$ cat config.mk
export PLATFORM = sky130hd
export DESIGN_NAME = video_fetch_unpack_blink
export DESIGN_NICKNAME = d
export VERILOG_FILES = /design/src/rtl/video_fetch_pkg.sv /design/src/rtl/video_fetch_unpack_blink.sv
export VERILOG_INCLUDE_DIRS = /design/src /design/src/rtl
export SDC_FILE = /design/constraint.sdc
export NUM_CORES = 2
export LEC_CHECK = 0
export BUFFER_PORTS_ARGS = -buffer_cell sky130_fd_sc_hd__buf_2
export CORE_ASPECT_RATIO = 1.1
export CORE_MARGIN = 1
export CORE_UTILIZATION = 49
export DETAILED_ROUTE_END_ITERATION = 7
export MAX_ROUTING_LAYER = met4
export PLACE_DENSITY = 0.65
export SLEW_MARGIN = 20
export SYNTH_ARGS = -nofsm -noshare
export SYNTH_HDL_FRONTEND = slang
export SYNTH_SLANG_ARGS = --single-unit
$ cat constraint.sdc
create_clock -name clk -period 6.6 [get_ports clk]
set_input_delay 0.66 -clock clk [delete_from_list [all_inputs] [get_ports clk]]
set_output_delay 0.66 -clock clk [all_outputs]
set_load 0.05 [all_outputs]
$ cat src/rtl/video_fetch_params.svh
// Register offsets, field positions, reset values and codes of the video fetch front end.
`ifndef VIDEO_FETCH_PARAMS_SVH
`define VIDEO_FETCH_PARAMS_SVH

`define REG_CTRL 8'h00
`define REG_THRESHOLD 8'h04
`define REG_FRAME_START 8'h08
`define REG_LOWER_START 8'h0C
`define REG_LINES 8'h10
`define REG_WORDS 8'h14
`define REG_PITCH 8'h18
`define REG_BLINK_PERIOD 8'h1C
`define REG_LUT_MASK 8'h20
`define REG_SUBSTITUTE 8'h24
`define REG_PLANE_MASK 8'h28
`define REG_MATCH 8'h2C
`define REG_STATUS 8'h30

`define CTRL_EN 0
`define CTRL_DUAL 1
`define CTRL_DEPTH 2
`define CTRL_OP 5
`define CTRL_LUT 8

`define THRESHOLD_RST 6'h10
`define BLINK_PERIOD_RST 8'h10
`define FIFO_WORDS 6'h20
`define FIFO_HALF 6'h10

`define DEPTH_4BPP 3'h1
`define DEPTH_8BPP 3'h2
`define DEPTH_16BPP 3'h4
`define DEPTH_32BPP 3'h5

`define OP_AND 3'h0
`define OP_OR 3'h1
`define OP_XOR 3'h2
`define OP_BACKGROUND 3'h3
`define OP_DIMMER 3'h4
`define OP_BRIGHTER 3'h5
`define OP_OFFSET 3'h6

`endif

$ cat src/rtl/video_fetch_pkg.sv
// Types shared by the video fetch front end.
`default_nettype none
package video_fetch_pkg;

    typedef enum logic [0:0] {
        ST_IDLE = 1'b0,
        ST_BURST = 1'b1
    } fetch_e;

    typedef struct packed {
        logic en;
        logic dual;
        logic [2:0] depth;
        logic [2:0] op;
        logic lut_path;
        logic [5:0] thr;
        logic [29:0] page;
        logic [29:0] hpage;
        logic [10:0] lines;
        logic [10:0] words;
        logic [15:0] pitch;
        logic [7:0] period;
        logic [7:0] bmask;
        logic [23:0] subst;
        logic [23:0] pmask;
        logic [23:0] match;
        fetch_e fsm;
        logic half;
        logic [1:0][29:0] lstart;
        logic [1:0][29:0] addr;
        logic [1:0][10:0] wcnt;
        logic [1:0][10:0] lcnt;
        logic [1:0] done;
        logic [1:0][5:0] res;
        logic [1:0][4:0] have;
        logic [1:0][3:0] wp;
        logic wpar;
        logic [3:0] rp;
        logic [5:0] outst;
        logic [5:0] drop;
        logic [63:0] pair;
        logic pair_v;
        logic [3:0] pc;
        logic out_v;
        logic [23:0] out_d;
        logic blink_on;
        logic [7:0] bcnt;
        logic uflow;
        logic uflow_p;
        logic [31:0] rdata;
    } state_s;

endpackage
`default_nettype wire

$ cat src/rtl/video_fetch_unpack_blink.sv
// Frame fetch scanner, video FIFO, pixel unpacker and blink stage.
`include "video_fetch_params.svh"
`default_nettype none
module video_fetch_unpack_blink
    import video_fetch_pkg::*;
(
    // Clock and reset.
    input wire logic clk,
    input wire logic arst_n,
    // Register port.
    input wire logic [7:0] reg_addr,
    input wire logic [31:0] reg_wdata,
    input wire logic reg_wr,
    input wire logic reg_rd,
    output logic [31:0] reg_rdata,
    // SDRAM read port.
    output logic mem_req,
    output logic [31:0] mem_addr,
    output logic mem_burst,
    input wire logic mem_ack,
    input wire logic mem_rvalid,
    input wire logic [31:0] mem_rdata,
    // Video timing and pixel stream.
    input wire logic frame_start,
    input wire logic pix_ready,
    output logic pix_valid,
    output logic [23:0] pix_data,
    output logic fifo_underflow
);

    // ****************************************************************
    // State and storage
    // ****************************************************************

    state_s s;
    state_s n;
    logic [31:0] ram [0:31];

    logic acc;
    logic keep;
    logic wbank;
    logic avail;
    logic adv;
    logic last;
    logic consume;
    logic load;
    logic [10:0] lines_h;
    logic [1:0] full;
    logic [1:0] need;
    logic [1:0][5:0] res_inc;
    logic [1:0][5:0] res_dec;
    logic [2:0] lb;
    logic [3:0] last_pc;
    logic [5:0] off;
    logic [63:0] shifted;
    logic [23:0] dmask;
    logic [23:0] pix;
    logic is_blink;
    logic [23:0] blinked;
    logic [23:0] bout;
    logic [23:0] and_mask;
    logic [23:0] or_mask;
    logic [5:0] fill;

    // ****************************************************************
    // Fetch flow control
    // ****************************************************************

    // Single scan counts the whole FIFO in half zero; dual scan gives each half its own.
    always_comb begin
        lines_h = s.dual ? {1'b0, s.lines[10:1]} : s.lines;
        if (s.dual) begin
            full[0] = s.res[0] >= `FIFO_HALF;
            full[1] = s.res[1] >= `FIFO_HALF;
            need[0] = s.res[0] < {1'b0, s.thr[5:1]};
            need[1] = s.res[1] < {1'b0, s.thr[5:1]};
        end else begin
            full[0] = s.res[0] >= `FIFO_WORDS;
            full[1] = 1'b1;
            need[0] = s.res[0] < s.thr;
            need[1] = 1'b0;
        end
    end

    // A frame boundary withholds the request, so no word of the old frame is accepted.
    assign mem_req = (s.fsm == ST_BURST) && s.en && !frame_start
        && !full[s.half] && !s.done[s.half];
    assign acc = mem_req && mem_ack;
    assign keep = mem_rvalid && (s.drop == 6'h00);
    // Single scan alternates banks word by word, so a pair is always even then odd.
    assign wbank = s.dual ? s.half : s.wpar;
    assign mem_addr = {s.addr[s.half], 2'b00};
    assign mem_burst = s.fsm == ST_BURST;

    // ****************************************************************
    // FIFO read side and unpacker
    // ****************************************************************

    assign avail = (s.have[0] != 5'h00) && (s.have[1] != 5'h00);
    assign adv = !s.out_v || pix_ready;
    assign last = s.pc == last_pc;
    assign consume = adv && s.pair_v;
    // A pair is taken only when both banks hold a word, so even and odd never drift apart.
    assign load = avail && (!s.pair_v || (consume && last));

    always_comb begin
        case (s.depth)
            `DEPTH_4BPP: begin
                lb = 3'h2;
                dmask = 24'h00000F;
            end
            `DEPTH_16BPP: begin
                lb = 3'h4;
                dmask = 24'h00FFFF;
            end
            `DEPTH_32BPP: begin
                lb = 3'h5;
                dmask = 24'hFFFFFF;
            end
            default: begin
                lb = 3'h3;
                dmask = 24'h0000FF;
            end
        endcase
    end

    // Dual scan takes even pixels from the upper word and odd ones from the lower word.
    assign last_pc = 4'((7'h40 >> lb) - 7'h01);
    assign off = s.dual ? 6'({s.pc[0], 5'h00}) + 6'({3'h0, s.pc[3:1]} << lb)
        : 6'({2'h0, s.pc} << lb);
    assign shifted = s.pair >> off;
    assign pix = shifted[23:0] & dmask;

    // ****************************************************************
    // Blink stage
    // ****************************************************************

    // A zero plane mask with a zero match value marks every pixel as blinking.
    assign is_blink = (pix & s.pmask) == s.match;
    // For AND, OR and XOR the LUT path only touches the low byte, which is the palette address.
    assign and_mask = s.lut_path ? {16'hFFFF, s.bmask} : s.subst;
    assign or_mask = s.lut_path ? {16'h0000, s.bmask} : s.subst;

    always_comb begin
        case (s.op)
            `OP_AND: blinked = pix & and_mask;
            `OP_OR: blinked = pix | or_mask;
            `OP_XOR: blinked = pix ^ or_mask;
            `OP_BACKGROUND: blinked = s.subst;
            `OP_DIMMER: blinked = {1'b0, pix[23:17], 1'b0, pix[15:9],
                1'b0, pix[7:1]};
            `OP_BRIGHTER: blinked = {1'b1, pix[23:17], 1'b1, pix[15:9],
                1'b1, pix[7:1]};
            `OP_OFFSET: blinked = pix + s.subst;
            default: blinked = pix;
        endcase
    end

    assign bout = (s.blink_on && is_blink) ? blinked : pix;

    // ****************************************************************
    // Next state
    // ****************************************************************

    assign fill = {1'b0, s.have[0]} + {1'b0, s.have[1]};

    always_comb begin
        n = s;
        n.uflow_p = 1'b0;
        n.rdata = 32'h0000_0000;

        if (reg_wr) begin
            case (reg_addr)
                `REG_CTRL: begin
                    n.en = reg_wdata[`CTRL_EN];
                    n.dual = reg_wdata[`CTRL_DUAL];
                    n.depth = reg_wdata[`CTRL_DEPTH +: 3];
                    n.op = reg_wdata[`CTRL_OP +: 3];
                    n.lut_path = reg_wdata[`CTRL_LUT];
                end
                `REG_THRESHOLD: n.thr = reg_wdata[5:0];
                `REG_FRAME_START: n.page = reg_wdata[29:0];
                `REG_LOWER_START: n.hpage = reg_wdata[29:0];
                `REG_LINES: n.lines = reg_wdata[10:0];
                `REG_WORDS: n.words = reg_wdata[10:0];
                `REG_PITCH: n.pitch = reg_wdata[15:0];
                `REG_BLINK_PERIOD: n.period = reg_wdata[7:0];
                `REG_LUT_MASK: n.bmask = reg_wdata[7:0];
                `REG_SUBSTITUTE: n.subst = reg_wdata[23:0];
                `REG_PLANE_MASK: n.pmask = reg_wdata[23:0];
                `REG_MATCH: n.match = reg_wdata[23:0];
                `REG_STATUS: begin
                    if (reg_wdata[0]) begin
                        n.uflow = 1'b0;
                    end
                end
                default: begin
                end
            endcase
        end

        // Read data is zero outside the read slot, so a stale value never looks like data.
        if (reg_rd) begin
            case (reg_addr)
                `REG_CTRL: n.rdata = {23'h0, s.lut_path, s.op, s.depth, s.dual, s.en};
                `REG_THRESHOLD: n.rdata = {26'h0, s.thr};
                `REG_FRAME_START: n.rdata = {2'h0, s.page};
                `REG_LOWER_START: n.rdata = {2'h0, s.hpage};
                `REG_LINES: n.rdata = {21'h0, s.lines};
                `REG_WORDS: n.rdata = {21'h0, s.words};
                `REG_PITCH: n.rdata = {16'h0, s.pitch};
                `REG_BLINK_PERIOD: n.rdata = {24'h0, s.period};
                `REG_LUT_MASK: n.rdata = {24'h0, s.bmask};
                `REG_SUBSTITUTE: n.rdata = {8'h0, s.subst};
                `REG_PLANE_MASK: n.rdata = {8'h0, s.pmask};
                `REG_MATCH: n.rdata = {8'h0, s.match};
                `REG_STATUS: n.rdata = {23'h0, fill, s.done[0] && s.done[1],
                    s.blink_on, s.uflow};
                default: n.rdata = 32'h0000_0000;
            endcase
        end

        // Scanner: a burst opens only when nothing is in flight, so returning words
        // always belong to the half that is being fetched.
        case (s.fsm)
            ST_IDLE: begin
                if (s.en && (s.outst == 6'h00) && !frame_start) begin
                    if (need[0] && !s.done[0]) begin
                        n.fsm = ST_BURST;
                        n.half = 1'b0;
                    end else if (need[1] && !s.done[1]) begin
                        n.fsm = ST_BURST;
                        n.half = 1'b1;
                    end
                end
            end
            ST_BURST: begin
                // Stopping at full leaves the rest of the line to the next refill.
                if (full[s.half] || s.done[s.half] || !s.en) begin
                    n.fsm = ST_IDLE;
                end
            end
            default: n.fsm = ST_IDLE;
        endcase

        if (acc) begin
            if (s.wcnt[s.half] + 11'h001 == s.words) begin
                n.wcnt[s.half] = 11'h000;
                n.lstart[s.half] = s.lstart[s.half] + {14'h0000, s.pitch};
                n.addr[s.half] = s.lstart[s.half] + {14'h0000, s.pitch};
                n.lcnt[s.half] = s.lcnt[s.half] + 11'h001;
                if (s.lcnt[s.half] + 11'h001 == lines_h) begin
                    n.done[s.half] = 1'b1;
                end
            end else begin
                n.wcnt[s.half] = s.wcnt[s.half] + 11'h001;
                n.addr[s.half] = s.addr[s.half] + 30'h0000_0001;
            end
        end

        n.outst = s.outst + {5'h00, acc} - {5'h00, mem_rvalid};
        if (mem_rvalid && (s.drop != 6'h00)) begin
            n.drop = s.drop - 6'h01;
        end

        // FIFO bookkeeping: reservations are taken when a request is accepted.
        for (int b = 0; b < 2; b++) begin
            res_inc[b] = {5'h00, acc && (s.dual ? (s.half == b[0]) : (b == 0))};
            res_dec[b] = !load ? 6'h00 : (s.dual ? 6'h01 : ((b == 0) ? 6'h02 : 6'h00));
            n.res[b] = s.res[b] + res_inc[b] - res_dec[b];
            n.have[b] = s.have[b] + {4'h0, keep && (wbank == b[0])}
                - {4'h0, load};
        end
        if (keep) begin
            n.wp[wbank] = s.wp[wbank] + 4'h1;
            if (!s.dual) begin
                n.wpar = !s.wpar;
            end
        end

        if (consume) begin
            n.out_v = 1'b1;
            n.out_d = bout;
            n.pc = s.pc + 4'h1;
            if (last) begin
                n.pair_v = 1'b0;
            end
        end else if (adv) begin
            n.out_v = 1'b0;
        end
        if (load) begin
            n.pair = {ram[{s.rp, 1'b1}], ram[{s.rp, 1'b0}]};
            n.pair_v = 1'b1;
            n.rp = s.rp + 4'h1;
            n.pc = 4'h0;
        end

        // The display asked for a pixel that was not there.
        // This set follows the software clear above, so an event in the same cycle wins.
        if (pix_ready && !s.out_v && s.en) begin
            n.uflow_p = 1'b1;
            n.uflow = 1'b1;
        end

        // ************************************************************
        // Frame boundary
        // ************************************************************

        if (frame_start) begin
            // A period of zero or one toggles the blink state on every frame.
            if ({1'b0, s.bcnt} + 9'h001 >= {1'b0, s.period}) begin
                n.bcnt = 8'h00;
                n.blink_on = !s.blink_on;
            end else begin
                n.bcnt = s.bcnt + 8'h01;
            end
            // Words still in flight arrive after the flush and are thrown away.
            n.drop = n.outst;
            n.fsm = ST_IDLE;
            n.lstart[0] = s.page;
            n.addr[0] = s.page;
            n.lstart[1] = s.hpage;
            n.addr[1] = s.hpage;
            n.wcnt = '0;
            n.lcnt = '0;
            n.done[0] = (lines_h == 11'h000) || (s.words == 11'h000);
            n.done[1] = !s.dual || (lines_h == 11'h000) || (s.words == 11'h000);
            n.res = '0;
            n.have = '0;
            n.wp = '0;
            n.wpar = 1'b0;
            n.rp = 4'h0;
            n.pair_v = 1'b0;
            n.pc = 4'h0;
            n.out_v = 1'b0;
        end
    end

    // ****************************************************************
    // Registers
    // ****************************************************************

    always_ff @(posedge clk or negedge arst_n) begin
        if (!arst_n) begin
            s <= '0;
            s.thr <= `THRESHOLD_RST;
            s.period <= `BLINK_PERIOD_RST;
            // Both halves count as done, so nothing is fetched before the first frame boundary.
            s.done <= 2'b11;
        end else begin
            s <= n;
        end
    end

    // Dual-port RAM; the write index is the bank bit below the bank pointer.
    // The RAM has no reset; the bank counters alone decide which words are valid.
    always_ff @(posedge clk) begin
        if (keep && !frame_start) begin
            ram[{s.wp[wbank], wbank}] <= mem_rdata;
        end
    end

    // ****************************************************************
    // Outputs
    // ****************************************************************

    assign reg_rdata = s.rdata;
    assign pix_valid = s.out_v;
    assign pix_data = s.out_d;
    assign fifo_underflow = s.uflow_p;

endmodule
`default_nettype wire

======== After elaboration in Yosys (flattened, before gate mapping) ========
Memory sizes are Yosys's and may differ from the RTL's. A register that Yosys moved wholly into a read port is not among the register bits.
Index checks and enable logic that the tools add are counted.
storage, ports and cells
  register bits ........................... 489
  memories ................................ 1
  latch bits .............................. 0
  output and inout bits ................... 92
  bits in writable memories ............... 1024
  bits in read-only memories .............. 0
  bits of input ports ..................... 80
  logic and storage cells ................. 287
cells by class
  mux-type cells .......................... 77
  equality and inequality tests ........... 26
  add/sub/neg operators ................... 24
  multiply operators ...................... 0
  order comparisons ....................... 11
  shift operators ......................... 4
  reduce and logical (&&, ||, !) cells .... 87
  div/mod/pow operators ................... 0
  bitwise logic cells ..................... 11
memories
  memory  words  width  rd ports  clocked after Yosys merged registers in  write ports  line                            RTL
  ram     32     32     2         2                                        1            video_fetch_unpack_blink.sv:37  logic [31:0] ram [0:31];
operator list
  operator               number
  $pmux 30 s13           1
  $mux 201               1
  $bwmux 60              3
  $mux 30                6
  $pmux 24 s7            1
  $mux 166               1
  $mux 24                4
  $mux 82                1
  $and 24x24->24         3
  $pmux 24 s3            1
  $mux 11                6
  $shr 64x6->24          1
  $mux 60                1
  $bwmux 22              2
  $eq 8x6->1 const B     5
  $eq 8x5->1 const B     4
  $reduce_and 2->1       16
  $add 30x1->30 const B  1
  $add 30x16->30         1
  $demux 30 s1           1
  $logic_and 1x1->1      26
  $add 24x24->24         1
  $eq 24x24->1           1
  $mux 6                 4
  60 further kinds       148

======== Longest topological paths before layout ========
  depth in word-level cells ............... 12
  gate-level depth with buffers ........... 28
  depth with buffers taken out ............ 23

======== Worst setup path before layout ========
OpenSTA, ideal clock, no wires.
  path type ............................... register to register
  start point ............................. register s[350] in the netlist's numbering
  end point ............................... register s[323] in the netlist's numbering
  stages on the path, launching flop included .. 26
  setup slack ............................. -0.406 ns
  arrival ................................. 6.924 ns
  buffers on the path ..................... 13
  required time ........................... 6.518 ns
  cell sequence ........................... dfrtp_1 -> buf_2 -> buf_2 -> buf_1 -> buf_2 -> buf_2 -> clkbuf_1 -> clkbuf_1 -> buf_2 -> buf_1 -> clkbuf_1 -> buf_1 -> mux2_2 -> ha_1 -> inv_1 -> xnor2_1 -> xor2_1 -> nand3_1 -> or4_1 -> or4b_2 -> or2_2 -> nor2_1 -> buf_1 -> clkbuf_1 -> nand3_1 -> a31oi_1
between the ends
  word-level cells in the longest chain between the ends .. 8
  elaborated cells on any way between the ends .. 28
RTL lines
  what                                                    line                             RTL
  start: declaration                                      video_fetch_unpack_blink.sv:35   state_s s;
  start signal: assignment                                video_fetch_unpack_blink.sv:351  s <= n;
  branches (longest 8 deep; another with $add 30x16->30)  n/a
Parallel ways; which one is timed is not known. The select of a mux whose other input is x is not followed.
A chain may end at the register's enable or synchronous reset.

======== Worst setup path in the final report ========
  start point ............................. register s[549] in the netlist's numbering
  end point ............................... register s, in the netlist pix_data[22]
between the ends
  word-level cells in the longest chain between the ends .. 11
  elaborated cells on any way between the ends .. 20
RTL lines
  what                                                    line                             RTL
  $eq 3x3->1 or $eq 3x1->1 (tied branches)                video_fetch_unpack_blink.sv:107  case (s.depth)
  $pmux 3 s3                                              video_fetch_unpack_blink.sv:107
  $shl 3x3->6                                             video_fetch_unpack_blink.sv:129  assign off = s.dual ? 6'({s.pc[0], 5'h00}) + 6'({3'h0, s.pc[3:1]} << lb)
  $add 6x6->6                                             video_fetch_unpack_blink.sv:129
  $mux 6                                                  video_fetch_unpack_blink.sv:129
  $shr 64x6->24                                           video_fetch_unpack_blink.sv:131  assign shifted = s.pair >> off;
  $and 24x24->24 *                                        video_fetch_unpack_blink.sv:132  assign pix = shifted[23:0] & dmask;
  branches (longest 3 deep; another with $add 24x24->24)  n/a
  $mux 24 *                                               video_fetch_unpack_blink.sv:159  assign bout = (s.blink_on && is_blink) ? blinked : pix;
Mark *: on every way between the ends.

==> impl_metrics.csv <==
group,metric,value,unit
outcome,outcome,"finished clean",
timing,slew_headroom,0.260,
worst_setup_path,rrSetupSlack,0.40,ns
routing,drc,0,
pwr,powerDensity,331,mW/mm^2
routing,routed_via_density,6.23,
synth,seq_area_frac_synth,0.604,
global_routing,grt_overflow,0,
worst_hold_path,whs_path_depth,2,
timing,worst_slew_pin_slew,1.11,ns
final_layout,syn_to_final_growth,11.6,%
synth,ys_async_sr_fraction,0.350,
worst_setup_path,cp_top_family,"compound AO/OA/AOI/OAI gates",
synth,synth_top_area_frac,0.417,
clock_tree,numCtsBuffers,162,
synth,syn_inst,5131,
placed_design,gp_congestion,0.956,
global_routing,grt.total_usage,0.280,
timing,timing.final.crit_share,0.939,
synth,ys_types,96,
synth,synthTopCellsByArea,"edfxtp_1, dfrtp_1, mux4_2",
routing,first_pass_iters,8,
synth,yosysWarnings,0,
clock_tree,clock_sinks,1575,
clock_tree,clockBufferDepth,3,
final_layout,final_common_cell,"edfxtp_1",
synth,avgSynthCellArea,14.4,sq um
worst_hold_path,min_path_type,"in -> reg",
global_routing,antenna_found_initial,14,
placed_design,numPortBuffers,165,
timing,skew,0.0336,ns
final_layout,fin_nets,5477,
timing,drv_slew,0,
floorplan,fp-row-count,148,
worst_setup_path,path_common_cell,"buf_4",
timing,rsz0062_at_grt,"no",
routing,finalWirelength,205000,microns
floorplan,die_area,0.152,sq mm
floorplan,ios,172,
clock_tree,cts_tree,"yes",
floorplan,die_w,372,microns
final_layout,fin_area,0.0823,sq mm
worst_setup_path,cp_num_buf_inv,2,
routing,ant_nets,0,
global_routing,grt_pass1_wl,305000,microns
worst_setup_path,path_cells,"and2b_4, a221oi_4, a22o_2, buf_4, mux2_2, a2111oi_0, o21bai_1, ha_1, o21a_1, o21ai_0, a221oi_1, o31ai_1, a21oi_1, a31o_2, a311oi_1, buf_4, nor2_1, o221ai_1, mux2i_1, a211oi_1, o21ai_1",
worst_setup_path,worst-setup-path-type,"reg -> reg",
pwr,power.leakage,30.1,nW
worst_setup_path,r2r-end,"pix_data[22]",
timing,setup_viol,0,
clock_tree,clkTransAtPathRegs,0.06,ns
routing,wire_per_inst,28.0,microns
global_routing,first_global_vias,45400,
routing,detail_route.iter0.violations,4126,
timing,fmax,161,MHz
synth,yosysTopAreaCell,"edfxtp_1",
floorplan,core-area,0.149,sq mm
worst_setup_path,worst_path_max_delay_cell,"dfrtp_1",
pwr,vdd_ir_drop_max,0.000267,V
worst_setup_path,worstReg2RegStart,"s[549]",
clock_tree,cts_root_buffer,"clkbuf_16",
worst_hold_path,hold_start,"reg_wdata[24]",
final_layout,final_layout_size_suffix_gt1_frac,0.245,
global_routing,grt_max_degree,177,
worst_setup_path,max_stage_delay,0.59,ns
worst_hold_path,min_to,"s[502]",
synth,ys.flop_type,"edfxtp_1",
synth,synth_edf_count,1024,
synth,netlist_area,0.0737,sq mm
placed_design,dp_hpwl,135000,microns
timing,setup_ws,0.401,ns
worst_setup_path,end_kind,"flop",
clock_tree,cts_max_level,4,
floorplan,start_util,0.496,
final_layout,fillers,11800,
final_layout,layout_common_cells,"edfxtp_1, dfrtp_1, mux2_2, mux4_2, nand2_1",
pwr,p_total,27.2,mW
synth,ys_seq_elements,1575,
placed_design,dpl_cell_area,0.0769,sq mm
worst_setup_path,startpoint_type,"flop",
worst_setup_path,critPathMaxFanout,14,
worst_setup_path,crit_required,7.29,ns
placed_design,pre_cts_slack,0.384,ns
floorplan,die_h,409,microns
clock_tree,clk_latency,0.82,ns
worst_setup_path,cp.arrival,6.88,ns
timing,layout_min_cycle_time,6.20,ns
worst_setup_path,rr_worst_depth,21,
timing,fin_tns_setup,0,ns
run,max_cap_violations,0,
timing,hold_viol,0,
routing,vias,45700,
timing,holdWs,0.0973,ns
==> Yosys cell counts (27+ instances only) <==
library cell,number
edfxtp_1,1024
buf_4,64
buf_2,27
mux2_2,346
a21oi_1,253
a21o_1,38
a22oi_1,70
nand2_1,306
inv_1,156
mux4_2,336
buf_1,55
nor2_1,287
nand2b_1,48
nor3_1,59
a211oi_1,42
xnor2_1,105
nor2b_1,42
nand3_1,67
xor2_1,59
clkbuf_1,203
or3_1,29
dfrtp_1,547
o21ai_0,201
mux2i_1,165
a31oi_1,47
ha_1,141
==> how the worst max path moves through the flow <==
stage | from | to | slack [ns] | depth (start not counted)
floorplan | s[350] | s[323] | 0.03 | 25
global placement | s[549] | pix_data[19] | 0.38 | 19
detailed placement | s[549] | pix_data[21] | 0.38 | 19
CTS | s[549] | pix_data[19] | 0.34 | 19
global route | s[549] | pix_data[22] | 0.005 | 24
finish | s[549] | pix_data[22] | 0.40 | 21
==> flip-flops by register name (all words and copies together), names as in the netlist <==
name	cells
ram	1024
pix_data	24
fifo_underflow	1
reg_rdata	30
mem_burst	1
s	494
pix_valid	1
==> worst register-to-register path: stages (launching register included) <==
cell	delay (ns)
dfrtp_1	0.59
and2b_4	0.33
a221oi_4	0.45
a22o_2	0.42
buf_4	0.23
mux2_2	0.34
a2111oi_0	0.42
o21bai_1	0.36
ha_1	0.40
o21a_1	0.20
o21ai_0	0.22
a221oi_1	0.16
o31ai_1	0.36
a21oi_1	0.18
a31o_2	0.27
a311oi_1	0.20
buf_4	0.19
nor2_1	0.08
o221ai_1	0.23
mux2i_1	0.11
a211oi_1	0.23
o21ai_1	0.10
==> power breakdown <==
| part | internal (mW) | leakage, nW | switching, mW | total [mW] |
|---|---|---|---|---|
| clock network | 5.18 | 2.59 | 3.96 | 9.14 |
| logic | 2.92 | 10.9 | 3.38 | 6.29 |
| registers | 11.0 | 16.5 | 0.761 | 11.8 |
| total | 19.1 | 30.1 | 8.10 | 27.2 |
==> routing by layer <==
layer / vias to the layer above / GRT usage / wire [microns]
met1: 23800 / 0.360 / 83400
met4: 0 / 0.108 / 8160
li1: 19900 / - / -
met2: 1622 / 0.451 / 102000
met5: - / - / 0
met3: 377 / 0.0397 / 11900
==> layout make-up <==
type / count / area, sq um / area share
diodes: 8 / 20.0 / 0.000243
clock buffers: 213 / 4410 / 0.0536
clock inverters: 83 / 916 / 0.0111
inverters: 159 / 597 / 0.00725
multi-input cells: 3047 / 27300 / 0.332
flip-flops and latches: 1575 / 44600 / 0.542
well taps: 1950 / 2440 / 0.0296
repair buffers: 303 / 2030 / 0.0247
==> per-stage QoR <==
| stage | utilization | std cells |
|---|---|---|
| 4_1_cts | 0.553 | 7327 |
| 3_5_place_dp | 0.517 | 7030 |
| 6_report | 0.553 | 7338 |
| 3_3_place_gp | 0.517 | 7030 |
| 5_1_grt | 0.553 | 7337 |
| 2_1_floorplan | - | 5134 |
==> cells by family after synthesis <==
logic type	share of synthesized area
buffers and inverters	0.0302
AND/OR/NAND/NOR	0.0620
AO/OA/AOI/OAI	0.0794
XOR/XNOR	0.0198
other	0.0000509
adder cells (fa/ha/maj)	0.0262
flip-flops	0.604
multiplexers	0.178
==> what timing repair did <==
item | in CTS | in global routing
endpoints found under the hold margin | 83 | 0
hold buffers | 1 | 0
gates resized for setup | 0 | 1
buffers inserted | 0 | 3
endpoints found under the setup margin | 0 | 5
Power figures use the tool's default switching activity.
